`src/plh_pkg.sv`:
```
package plh_pkg;
    // ==========================================
    // Field positions
    localparam int EN_BIT     = 63;
    localparam int LOWER_BIT  = 62;
    localparam int SDEF_BIT   = 61;
    localparam int FNS_BIT    = 60;
    localparam int IDTRP_BIT  = 58;
    localparam int TRAPU_BIT  = 49;
    localparam int TRAPK_BIT  = 48;
    localparam int LBL_W      = 48;
    // ==========================================
    // Encodings {op0,op1,CRn,CRm,op2}
    localparam logic [15:0] ENC_HYP = {2'h3, 3'h4, 4'ha, 4'h5, 3'h0};
    localparam logic [15:0] ENC_MON = {2'h3, 3'h6, 4'ha, 4'h5, 3'h0};
    localparam logic [15:0] ENC_KER = {2'h3, 3'h0, 4'ha, 4'h5, 3'h0};
    localparam logic [15:0] ENC_USR = {2'h3, 3'h0, 4'ha, 4'h5, 3'h1};
    localparam logic [15:0] ENC_ID  = {2'h3, 3'h0, 4'ha, 4'h4, 3'h4};
    // ==========================================
    // Misc constants
    localparam logic [5:0]  TRAP_EC   = 6'h18;
    localparam logic [11:0] NEST_SLOT = 12'h900;
    localparam logic [2:0]  NEST_ALL  = 3'h7;
    localparam logic [1:0]  EL0       = 2'h0;
    localparam logic [1:0]  EL1       = 2'h1;
    localparam logic [1:0]  EL2       = 2'h2;
    localparam logic [1:0]  EL3       = 2'h3;
    localparam logic        TRAPK_RST = 1'h1;
    localparam logic        LOWER_RST = 1'h1;
    // ==========================================
    // Access outcome and target
    typedef enum logic [2:0] {
        OC_MISS, OC_UNDEF, OC_TRAP2, OC_TRAP3, OC_LOCAL, OC_FWD, OC_NVMEM
    } plh_outcome_t;
    typedef enum logic [2:0] {
        TG_NONE, TG_HYP, TG_MON, TG_KER, TG_USR, TG_ID
    } plh_target_t;
endpackage : plh_pkg

```
`src/plh_label_regs.sv`:
```
`timescale 1ns/1ns
// Notes on behaviour
// (RQ1) Enable 0 emits default labels at every level; 1 uses level register.
// (RQ2) Hyp enable bit writable without monitor level, else mirrors monitor bit.
// (RQ3) Warm reset clears the global enable.
// (RQ4) Id-trap bit or hyp-control id trap traps kernel id-register reads.
// (RQ5) Bit 49 traps kernel user-register access; warm reset sets it.
// (RQ6) Bit 48 traps kernel kernel-register access; same reset.
// (RQ7) Label fields: data group, instr group, data part, instr part.
// (RQ8) Labels always come live from registers, never cached.
// (RQ9) Hyp register: user undefined; kernel traps only with nested virt.
// (RQ10) Lower-trap sends hyp accesses to monitor; halted secure debug undefined.
// (RQ11) Hyp and monitor registers decoded at their system encodings.
// (RQ12) Hyp level with host extension redirects kernel register to hyp.
// (RQ13) Kernel with nested bits 111 uses nested memory slot 0x900.
// (RQ14) Monitor enable bit always read-write, the master copy.
// (RQ15) Lower-trap traps lower accesses that are not undefined to monitor; cold reset sets.
// (RQ16) Secure-default forces partition zero in secure state.
// (RQ17) Force-non-secure makes the non-secure label bit one when secure.
// (RQ18) Without the feature, hyp register accesses are undefined.
// (RQ19) Hyp register ignored when hyp level is not enabled.
// (RQ20) Monitor register only accessible at the monitor level.
// (RQ21) Capability flag says whether the id-trap bit exists.
module plh_label_regs #(
    parameter bit HAVE_EL3     = 1'b1,
    parameter bit HAS_FEAT     = 1'b1,
    parameter bit HAS_ID_TRAP  = 1'b1,
    parameter bit HAS_HCR      = 1'b1,
    parameter bit HAS_SEC_DEF  = 1'b1,
    parameter bit HAS_NS_FORCE = 1'b1,
    parameter bit NS_FORCE_RAO = 1'b0
) (
    input  wire logic        clk,
    input  wire logic        rst_n,
    input  wire logic        coldRst,
    input  wire logic        sysReq,
    input  wire logic        sysWrite,
    input  wire logic [15:0] sysEnc,
    input  wire logic [63:0] sysWdata,
    input  wire logic [1:0]  curEl,
    input  wire logic        el2Enabled,
    input  wire logic        secureState,
    input  wire logic        halted,
    input  wire logic        secureDebugDisable,
    input  wire logic        hostExtensionBit,
    input  wire logic [2:0]  nestedVirtBits,
    input  wire logic        hypCtrlIdTrap,
    input  wire logic [47:0] lowerLabel,
    output logic             rspValid,
    output plh_pkg::plh_outcome_t rspKind,
    output plh_pkg::plh_target_t  rspTarget,
    output logic [5:0]       rspEc,
    output logic [63:0]      rspRdata,
    output logic [63:0]      rspWdata,
    output logic [11:0]      rspNestAddr,
    output logic             labelEnable,
    output logic             hasIdTrapFlag,
    output logic [15:0]      instrPartitionId,
    output logic [15:0]      dataPartitionId,
    output logic [7:0]       instrMonitorGroup,
    output logic [7:0]       dataMonitorGroup,
    output logic             nonsecureLabelBit
);
    // ==========================================
    // Register state
    logic        hypEn_reg;
    logic        idRegTrap_reg;
    logic        trapUserLabelReg_reg;
    logic        trapKernelLabelReg_reg;
    logic [47:0] hypLbl_reg;
    logic        monEn_reg;
    logic        lowerLevelTrap_reg;
    logic        secureDefaultPart_reg;
    logic        forceNonsecureLabel_reg;
    logic [47:0] monLbl_reg;

    logic        liveEn;
    logic        fnsBit;
    logic [63:0] hypView;
    logic [63:0] monView;
    plh_pkg::plh_target_t  tgt;
    plh_pkg::plh_outcome_t oc;
    plh_pkg::plh_outcome_t lowOc;
    logic [63:0] rdVal;
    logic        hypWr;
    logic        monWr;

    assign liveEn = HAVE_EL3 ? monEn_reg : hypEn_reg; // RQ2 RQ14
    assign fnsBit = NS_FORCE_RAO | forceNonsecureLabel_reg;

    always_comb begin
        hypView = '0;
        hypView[plh_pkg::EN_BIT]    = liveEn; // RQ2
        hypView[plh_pkg::IDTRP_BIT] = HAS_ID_TRAP & idRegTrap_reg; // RQ21
        hypView[plh_pkg::TRAPU_BIT] = trapUserLabelReg_reg;
        hypView[plh_pkg::TRAPK_BIT] = trapKernelLabelReg_reg;
        hypView[47:0]               = hypLbl_reg; // RQ7
        monView = '0;
        monView[plh_pkg::EN_BIT]    = monEn_reg;
        monView[plh_pkg::LOWER_BIT] = lowerLevelTrap_reg;
        monView[plh_pkg::SDEF_BIT]  = HAS_SEC_DEF & secureDefaultPart_reg;
        monView[plh_pkg::FNS_BIT]   = HAS_NS_FORCE & fnsBit;
        monView[47:0]               = monLbl_reg;
    end

    // ==========================================
    // Encoding decode
    always_comb begin
        case (sysEnc)
            plh_pkg::ENC_HYP: tgt = plh_pkg::TG_HYP; // RQ11
            plh_pkg::ENC_MON: tgt = plh_pkg::TG_MON; // RQ11
            plh_pkg::ENC_KER: tgt = plh_pkg::TG_KER;
            plh_pkg::ENC_USR: tgt = plh_pkg::TG_USR;
            plh_pkg::ENC_ID:  tgt = plh_pkg::TG_ID;
            default:          tgt = plh_pkg::TG_NONE;
        endcase
    end

    // ==========================================
    // Permission and trap decision
    always_comb begin
        if (HAVE_EL3 && lowerLevelTrap_reg) begin
            if (halted && secureDebugDisable) begin
                lowOc = plh_pkg::OC_UNDEF; // RQ10
            end else begin
                lowOc = plh_pkg::OC_TRAP3; // RQ15
            end
        end else begin
            lowOc = plh_pkg::OC_MISS;
        end
    end

    always_comb begin
        oc = plh_pkg::OC_MISS;
        case (tgt)
            plh_pkg::TG_HYP: begin
                if (!HAS_FEAT || curEl == plh_pkg::EL0) begin
                    oc = plh_pkg::OC_UNDEF; // RQ18 RQ9
                end else if (curEl == plh_pkg::EL1) begin
                    if (el2Enabled && nestedVirtBits[0]) begin
                        oc = (lowOc != plh_pkg::OC_MISS) ? lowOc : plh_pkg::OC_TRAP2; // RQ9
                    end else begin
                        oc = plh_pkg::OC_UNDEF; // RQ9
                    end
                end else if (curEl == plh_pkg::EL2) begin
                    oc = (lowOc != plh_pkg::OC_MISS) ? lowOc : plh_pkg::OC_LOCAL; // RQ10
                end else begin
                    oc = plh_pkg::OC_LOCAL;
                end
            end
            plh_pkg::TG_MON: begin
                oc = (HAS_FEAT && curEl == plh_pkg::EL3) ? plh_pkg::OC_LOCAL
                                                         : plh_pkg::OC_UNDEF; // RQ20
            end
            plh_pkg::TG_KER: begin
                if (curEl == plh_pkg::EL0) begin
                    oc = plh_pkg::OC_UNDEF;
                end else if (curEl == plh_pkg::EL3) begin
                    oc = plh_pkg::OC_FWD;
                end else if (lowOc != plh_pkg::OC_MISS) begin
                    oc = lowOc; // RQ15
                end else if (curEl == plh_pkg::EL1) begin
                    if (el2Enabled && trapKernelLabelReg_reg) begin
                        oc = plh_pkg::OC_TRAP2; // RQ6
                    end else if (el2Enabled && nestedVirtBits == plh_pkg::NEST_ALL) begin
                        oc = plh_pkg::OC_NVMEM; // RQ13
                    end else begin
                        oc = plh_pkg::OC_FWD;
                    end
                end else begin
                    oc = hostExtensionBit ? plh_pkg::OC_LOCAL : plh_pkg::OC_FWD; // RQ12
                end
            end
            plh_pkg::TG_USR: begin
                if (curEl == plh_pkg::EL0) begin
                    oc = plh_pkg::OC_UNDEF;
                end else if (curEl == plh_pkg::EL3) begin
                    oc = plh_pkg::OC_FWD;
                end else if (lowOc != plh_pkg::OC_MISS) begin
                    oc = lowOc; // RQ15
                end else if (curEl == plh_pkg::EL1 && el2Enabled && trapUserLabelReg_reg) begin
                    oc = plh_pkg::OC_TRAP2; // RQ5
                end else begin
                    oc = plh_pkg::OC_FWD;
                end
            end
            plh_pkg::TG_ID: begin
                if (curEl == plh_pkg::EL0 || sysWrite) begin
                    oc = plh_pkg::OC_UNDEF;
                end else if (curEl == plh_pkg::EL3) begin
                    oc = plh_pkg::OC_FWD;
                end else if (lowOc != plh_pkg::OC_MISS) begin
                    oc = lowOc; // RQ15
                end else if (curEl == plh_pkg::EL1 && el2Enabled
                             && ((HAS_HCR && hypCtrlIdTrap)
                                 || (HAS_ID_TRAP && idRegTrap_reg))) begin
                    oc = plh_pkg::OC_TRAP2; // RQ4
                end else begin
                    oc = plh_pkg::OC_FWD;
                end
            end
            default: oc = plh_pkg::OC_MISS;
        endcase
    end

    assign rdVal = (tgt == plh_pkg::TG_MON) ? monView : hypView;
    assign hypWr = sysReq && sysWrite && oc == plh_pkg::OC_LOCAL
                   && (tgt == plh_pkg::TG_HYP || tgt == plh_pkg::TG_KER); // RQ12
    assign monWr = sysReq && sysWrite && oc == plh_pkg::OC_LOCAL
                   && tgt == plh_pkg::TG_MON;

    // ==========================================
    // Response
    always_ff @(posedge clk) begin
        if (!rst_n) begin
            rspValid  <= 1'b0;
            rspKind   <= plh_pkg::OC_MISS;
            rspTarget <= plh_pkg::TG_NONE;
            rspEc     <= '0;
            rspRdata  <= '0;
            rspWdata  <= '0;
            rspNestAddr <= '0;
        end else begin
            rspValid  <= sysReq;
            rspKind   <= oc;
            rspTarget <= tgt;
            rspEc     <= (oc == plh_pkg::OC_TRAP2 || oc == plh_pkg::OC_TRAP3)
                         ? plh_pkg::TRAP_EC : 6'h00; // RQ9
            rspRdata  <= (oc == plh_pkg::OC_LOCAL && !sysWrite) ? rdVal : 64'h0;
            rspWdata  <= sysWdata;
            rspNestAddr <= (oc == plh_pkg::OC_NVMEM) ? plh_pkg::NEST_SLOT : 12'h000; // RQ13
        end
    end

    // ==========================================
    // Hypervisor register
    always_ff @(posedge clk) begin
        if (!rst_n) begin
            hypEn_reg              <= 1'b0; // RQ3
            idRegTrap_reg          <= 1'b0;
            trapUserLabelReg_reg   <= plh_pkg::TRAPK_RST; // RQ5
            trapKernelLabelReg_reg <= plh_pkg::TRAPK_RST; // RQ6
        end else if (hypWr) begin
            if (!HAVE_EL3) begin
                hypEn_reg <= sysWdata[plh_pkg::EN_BIT]; // RQ2
            end
            idRegTrap_reg          <= HAS_ID_TRAP & sysWdata[plh_pkg::IDTRP_BIT]; // RQ21
            trapUserLabelReg_reg   <= sysWdata[plh_pkg::TRAPU_BIT];
            trapKernelLabelReg_reg <= sysWdata[plh_pkg::TRAPK_BIT];
        end
    end

    always_ff @(posedge clk) begin
        if (hypWr) begin
            hypLbl_reg <= sysWdata[plh_pkg::LBL_W-1:0]; // RQ7
        end
    end

    // ==========================================
    // Monitor register
    always_ff @(posedge clk) begin
        if (!rst_n) begin
            monEn_reg               <= 1'b0; // RQ3
            secureDefaultPart_reg   <= 1'b0;
            forceNonsecureLabel_reg <= 1'b0;
        end else if (monWr) begin
            monEn_reg               <= sysWdata[plh_pkg::EN_BIT]; // RQ14
            secureDefaultPart_reg   <= HAS_SEC_DEF & sysWdata[plh_pkg::SDEF_BIT];
            forceNonsecureLabel_reg <= HAS_NS_FORCE & sysWdata[plh_pkg::FNS_BIT];
        end
    end

    always_ff @(posedge clk) begin
        if (!rst_n && coldRst) begin
            lowerLevelTrap_reg <= plh_pkg::LOWER_RST; // RQ15
        end else if (rst_n && monWr) begin
            lowerLevelTrap_reg <= sysWdata[plh_pkg::LOWER_BIT];
        end
    end

    always_ff @(posedge clk) begin
        if (monWr) begin
            monLbl_reg <= sysWdata[plh_pkg::LBL_W-1:0];
        end
    end

    // ==========================================
    // Live labelling, no cached copy
    logic [47:0] srcLbl;
    always_comb begin
        if (!liveEn) begin
            srcLbl = '0; // RQ1
        end else if (curEl == plh_pkg::EL3) begin
            srcLbl = monLbl_reg;
        end else if (curEl == plh_pkg::EL2) begin
            srcLbl = el2Enabled ? hypLbl_reg : 48'h0; // RQ19
        end else begin
            srcLbl = lowerLabel; // RQ1
        end
        if (secureState && HAS_SEC_DEF && secureDefaultPart_reg) begin
            srcLbl[31:0] = '0; // RQ16
        end
    end

    always_ff @(posedge clk) begin
        if (!rst_n) begin
            labelEnable       <= 1'b0;
            hasIdTrapFlag     <= 1'b0;
            instrPartitionId  <= '0;
            dataPartitionId   <= '0;
            instrMonitorGroup <= '0;
            dataMonitorGroup  <= '0;
            nonsecureLabelBit <= 1'b0;
        end else begin
            labelEnable       <= liveEn;
            hasIdTrapFlag     <= HAS_ID_TRAP; // RQ21
            instrPartitionId  <= srcLbl[15:0]; // RQ8
            dataPartitionId   <= srcLbl[31:16];
            instrMonitorGroup <= srcLbl[39:32];
            dataMonitorGroup  <= srcLbl[47:40];
            nonsecureLabelBit <= !secureState || (HAS_NS_FORCE && fnsBit); // RQ17
        end
    end
endmodule : plh_label_regs

```
`config.mk`:
```
export PLATFORM = sky130hd
export DESIGN_NAME = plh_label_regs
export DESIGN_NICKNAME = d
export VERILOG_FILES = /design/src/plh_pkg.sv /design/src/plh_label_regs.sv
export SDC_FILE = /design/constraint.sdc
export NUM_CORES = 1
export LEC_CHECK = 0
export ABC_CLOCK_PERIOD_IN_PS = 12000
export BUFFER_PORTS_ARGS = -buffer_cell sky130_fd_sc_hd__buf_4
export CAP_MARGIN = 0
export CORE_MARGIN = 8
export CORE_UTILIZATION = 50
export CTS_CLUSTER_DIAMETER = 150
export DETAILED_ROUTE_END_ITERATION = 16
export GPL_TIMING_DRIVEN = 0
export PLACE_DENSITY = 0.85
export SLEW_MARGIN = 15
export SYNTH_ARGS = -nofsm -noshare
export SYNTH_HDL_FRONTEND = slang
export SYNTH_SLANG_ARGS = --single-unit
```
`constraint.sdc`:
```
create_clock -name clk -period 12 [get_ports clk]
set_input_delay 0.6 -clock clk [delete_from_list [all_inputs] [get_ports clk]]
set_output_delay 0.6 -clock clk [all_outputs]
set_load 0.05 [all_outputs]
```
==> results.yml <==
min_path:
  hold_path.class: "in2reg"
  holdPathStages: 1
  hold_start: "rst_n"
clock_network:
  clockBufferDepth: 3
  root_buffer: "clkbuf_16"
  numClockSinks: 282
  clock_latency_ps: 530
  cts-buffers-inserted: 28
  cts-htree-levels: 1
  cts_setup_buffers: 0
  post_cts_resized: 0
  ctsHoldBuffers: 0
  clk_pin_slew_ps: 60
  cts_tree: "built"
floorplanning:
  rows: 52
  coreArea_um2: 20230
  ios: 348
  die_h_um: 159.6
  dieArea_um2: 25480
  start_util: 0.5096
  die_x_um: 159.6
global_route:
  grt_max_degree: 15
  grt_use_total: 0.2463
  grt_pass1_wl_um: 49530
  grt_antenna_before_repair: 1
  grt_use_met1: 0.2799
  grt_overflow: 0
  grt_pass1_vias: 8432
  top_usage_layer: "met2"
  globalRouteMet3Util: 0.06787
  use_met2: 0.4373
sta:
  fin_crit_ps: 6231
  rsz0062_at_grt: "false"
  clock_skew_ps: 9.514
  max_slew_margin: 0.4282
  tightest_slew_ps: 857.7
  post-route-period-util: 0.5193
  finalSetupViolCount: 0
  max_freq_mhz: 160.5
  hold_viol_final: 0
  drv_slew: 0
synthesis:
  synth_cell_type_count: 62
  synth_top_area_frac: 0.3611
  synth_most_common_cell: "dfxtp_1"
  ys_warn_count: 0
  synth_commonest_cells: "186 x dfxtp_1, 96 x edfxtp_1, 68 x nor2_1, 67 x and2_1, 51 x mux2i_1"
  yosysTopAreaCell: "dfxtp_1"
  synth_cells: 836
  ys_seq_elements: 282
  syn_area_um2: 10310
  seq_area_frac_synth: 0.6406
  synth_edf_count: 96
  ys.flop_type: "dfxtp_1"
  postSynthAreaPerCell_um2: 12.34
  ys_async_sr_fraction: 0
  synthTopCellsByArea: "dfxtp_1 36%, edfxtp_1 28%, mux2i_1 5.0%"
final_layout:
  largest_reg_flops: 64
  area_growth_pct: 37.56
  nets: 1369
  fin_util: 0.7011
  largestRegisters: "rspWdata x64, rspRdata x55"
  antenna_cells: 0
  drive_gt1_frac: 0.3676
  top_register: "rspWdata"
critical_path:
  arrival_ps: 6470
  slowest_delay_ps: 760
  worstPathMaxFanout: 8
  worstSetupEndpointType: "flop"
  path_cells: "buf_4 -> or4b_4 -> or4_4 -> buf_6 -> nor2_4 -> inv_1 -> ha_1 -> or4b_1 -> o21ai_0 -> a2111oi_0 -> a2111oi_0 -> a21o_1 -> nand3_1 -> nor4_2 -> buf_4 -> buf_4 -> buf_2 -> buf_2"
  path_class: "in2reg"
  worst_ep_required_time_ps: 12240
  reg2reg_depth: 12
  start_kind: "input pin"
  cpMostUsedCell: "buf_4"
  r2r-start: "lowerLevelTrap_reg$_SDFFE_PP1P_"
  worst_path_max_delay_cell: "a2111oi_0"
  worstSetupStartpoint: "sysEnc[4]"
power_and_ir_drop:
  p_int_mw: 1.563
  switching_share: 0.2355
  p_switching_mw: 0.4817
  leakage_nw: 5.700
  comb_power_share: 0.090
  ir_worst_vdd_v: 0.0001497
  pwr-share-clk: 0.421
  seqPwrFrac: 0.490
  total_power_mw: 2.045
  power_density_nw_per_um2: 144.1
job:
  drv_cap: 0
detailed_routing:
  drtIter0Drc: 437
  wl_um: 32920
  vias_per_cell: 5.379
  avgRoutedWirePerCell_um: 21.71
  vias: 8155
  first_pass_iters: 5
  ant_nets: 0
  drcViolationCount: 0
placed_design:
  dp_hpwl_um: 25270
  gp_congestion: 0.8781
  io_buffers: 322
outcome:
  status: "finished clean"
[placed cells by master (no fill, tap or decap), types with 29 or more instances in the layout]
cell / synthesis / routed
dfxtp_1: 186 / 186
nor2_1: 68 / 68
a211oi_1: 48 / 48
a22oi_1: 48 / 48
mux2i_1: 51 / 51
buf_4: 25 / 354
clkbuf_1: 38 / 46
clkbuf_16: 0 / 29
and2_1: 67 / 67
nor3_1: 29 / 29
edfxtp_1: 96 / 96
nor3_2: 30 / 30
[worst max-delay path, delay by kind of cell]
kind	cells	cell delay, ps
AO/OA/AOI/OAI	4	1570
buffers and inverters	7	1350
adder cells (fa/ha/maj)	1	300
AND/OR/NAND/NOR	6	2640
[per-stage QoR]
step	TNS, ps	area (um2)	std cells	setup slack, ps	hold slack, ps
after floorplan	0	10400	858	2755	427.5
after global placement	-56630	13150	1450	-1183	462.6
after detailed placement	0	13270	1464	5329	483.5
after CTS	0	14190	1516	5851	187.5
after global routing	0	14190	1516	5544	178.1
final	0	14190	1516	5769	199.0
[power by group through the flow]
stage | Combinational, mW | Sequential, mW | Clock (mW)
floorplan | 0.0597 | 1.06 | 0
global placement | 0.180 | 1.02 | 0
detailed placement | 0.183 | 1.02 | 0
CTS | 0.184 | 1.00 | 0.869
global route | 0.193 | 1.00 | 0.915
finish | 0.184 | 1.00 | 0.860
[cells by family after synthesis]
group / count (synthesis) / synth area share
flip-flops: 282 / 0.6406
AND/OR/NAND/NOR: 263 / 0.1535
AO/OA/AOI/OAI: 147 / 0.1063
buffers and inverters: 90 / 0.04768
multiplexers: 51 / 0.04950
adder cells (fa/ha/maj): 1 / 0.001213
other: 1 / 0.0003636
XOR/XNOR: 1 / 0.0008495
[final cells by class]
class / count / area (um2)
sequential: 282 / 6606
fill: 1450 / 6048
buffer: 82 / 461.7
clock inverter: 10 / 93.84
clock buffer: 42 / 824.5
inverter: 8 / 30.03
tap: 270 / 337.8
multi-input combinational: 486 / 3308
timing repair buffer: 336 / 2524
[path summary, 6_finish.rpt]
check	to	slack, ps
hold / removal	hasIdTrapFlag$_DFF_P_	200
setup reg to reg	monLbl_reg[1]$_DFFE_PP_	7890
setup / recovery	monLbl_reg[1]$_DFFE_PP_	5770
hold reg to reg	secureDefaultPart_reg$_SDFFE_PN0P_	490
[layer usage]
layer | wire length [um] | vias up
met4 | 1098 | 2
met3 | 2923 | 75
li1 | - | 3767
met5 | 13 | -
met2 | 16640 | 395
met1 | 12240 | 3916
No activity file was read; power rests on OpenSTA's default activity.
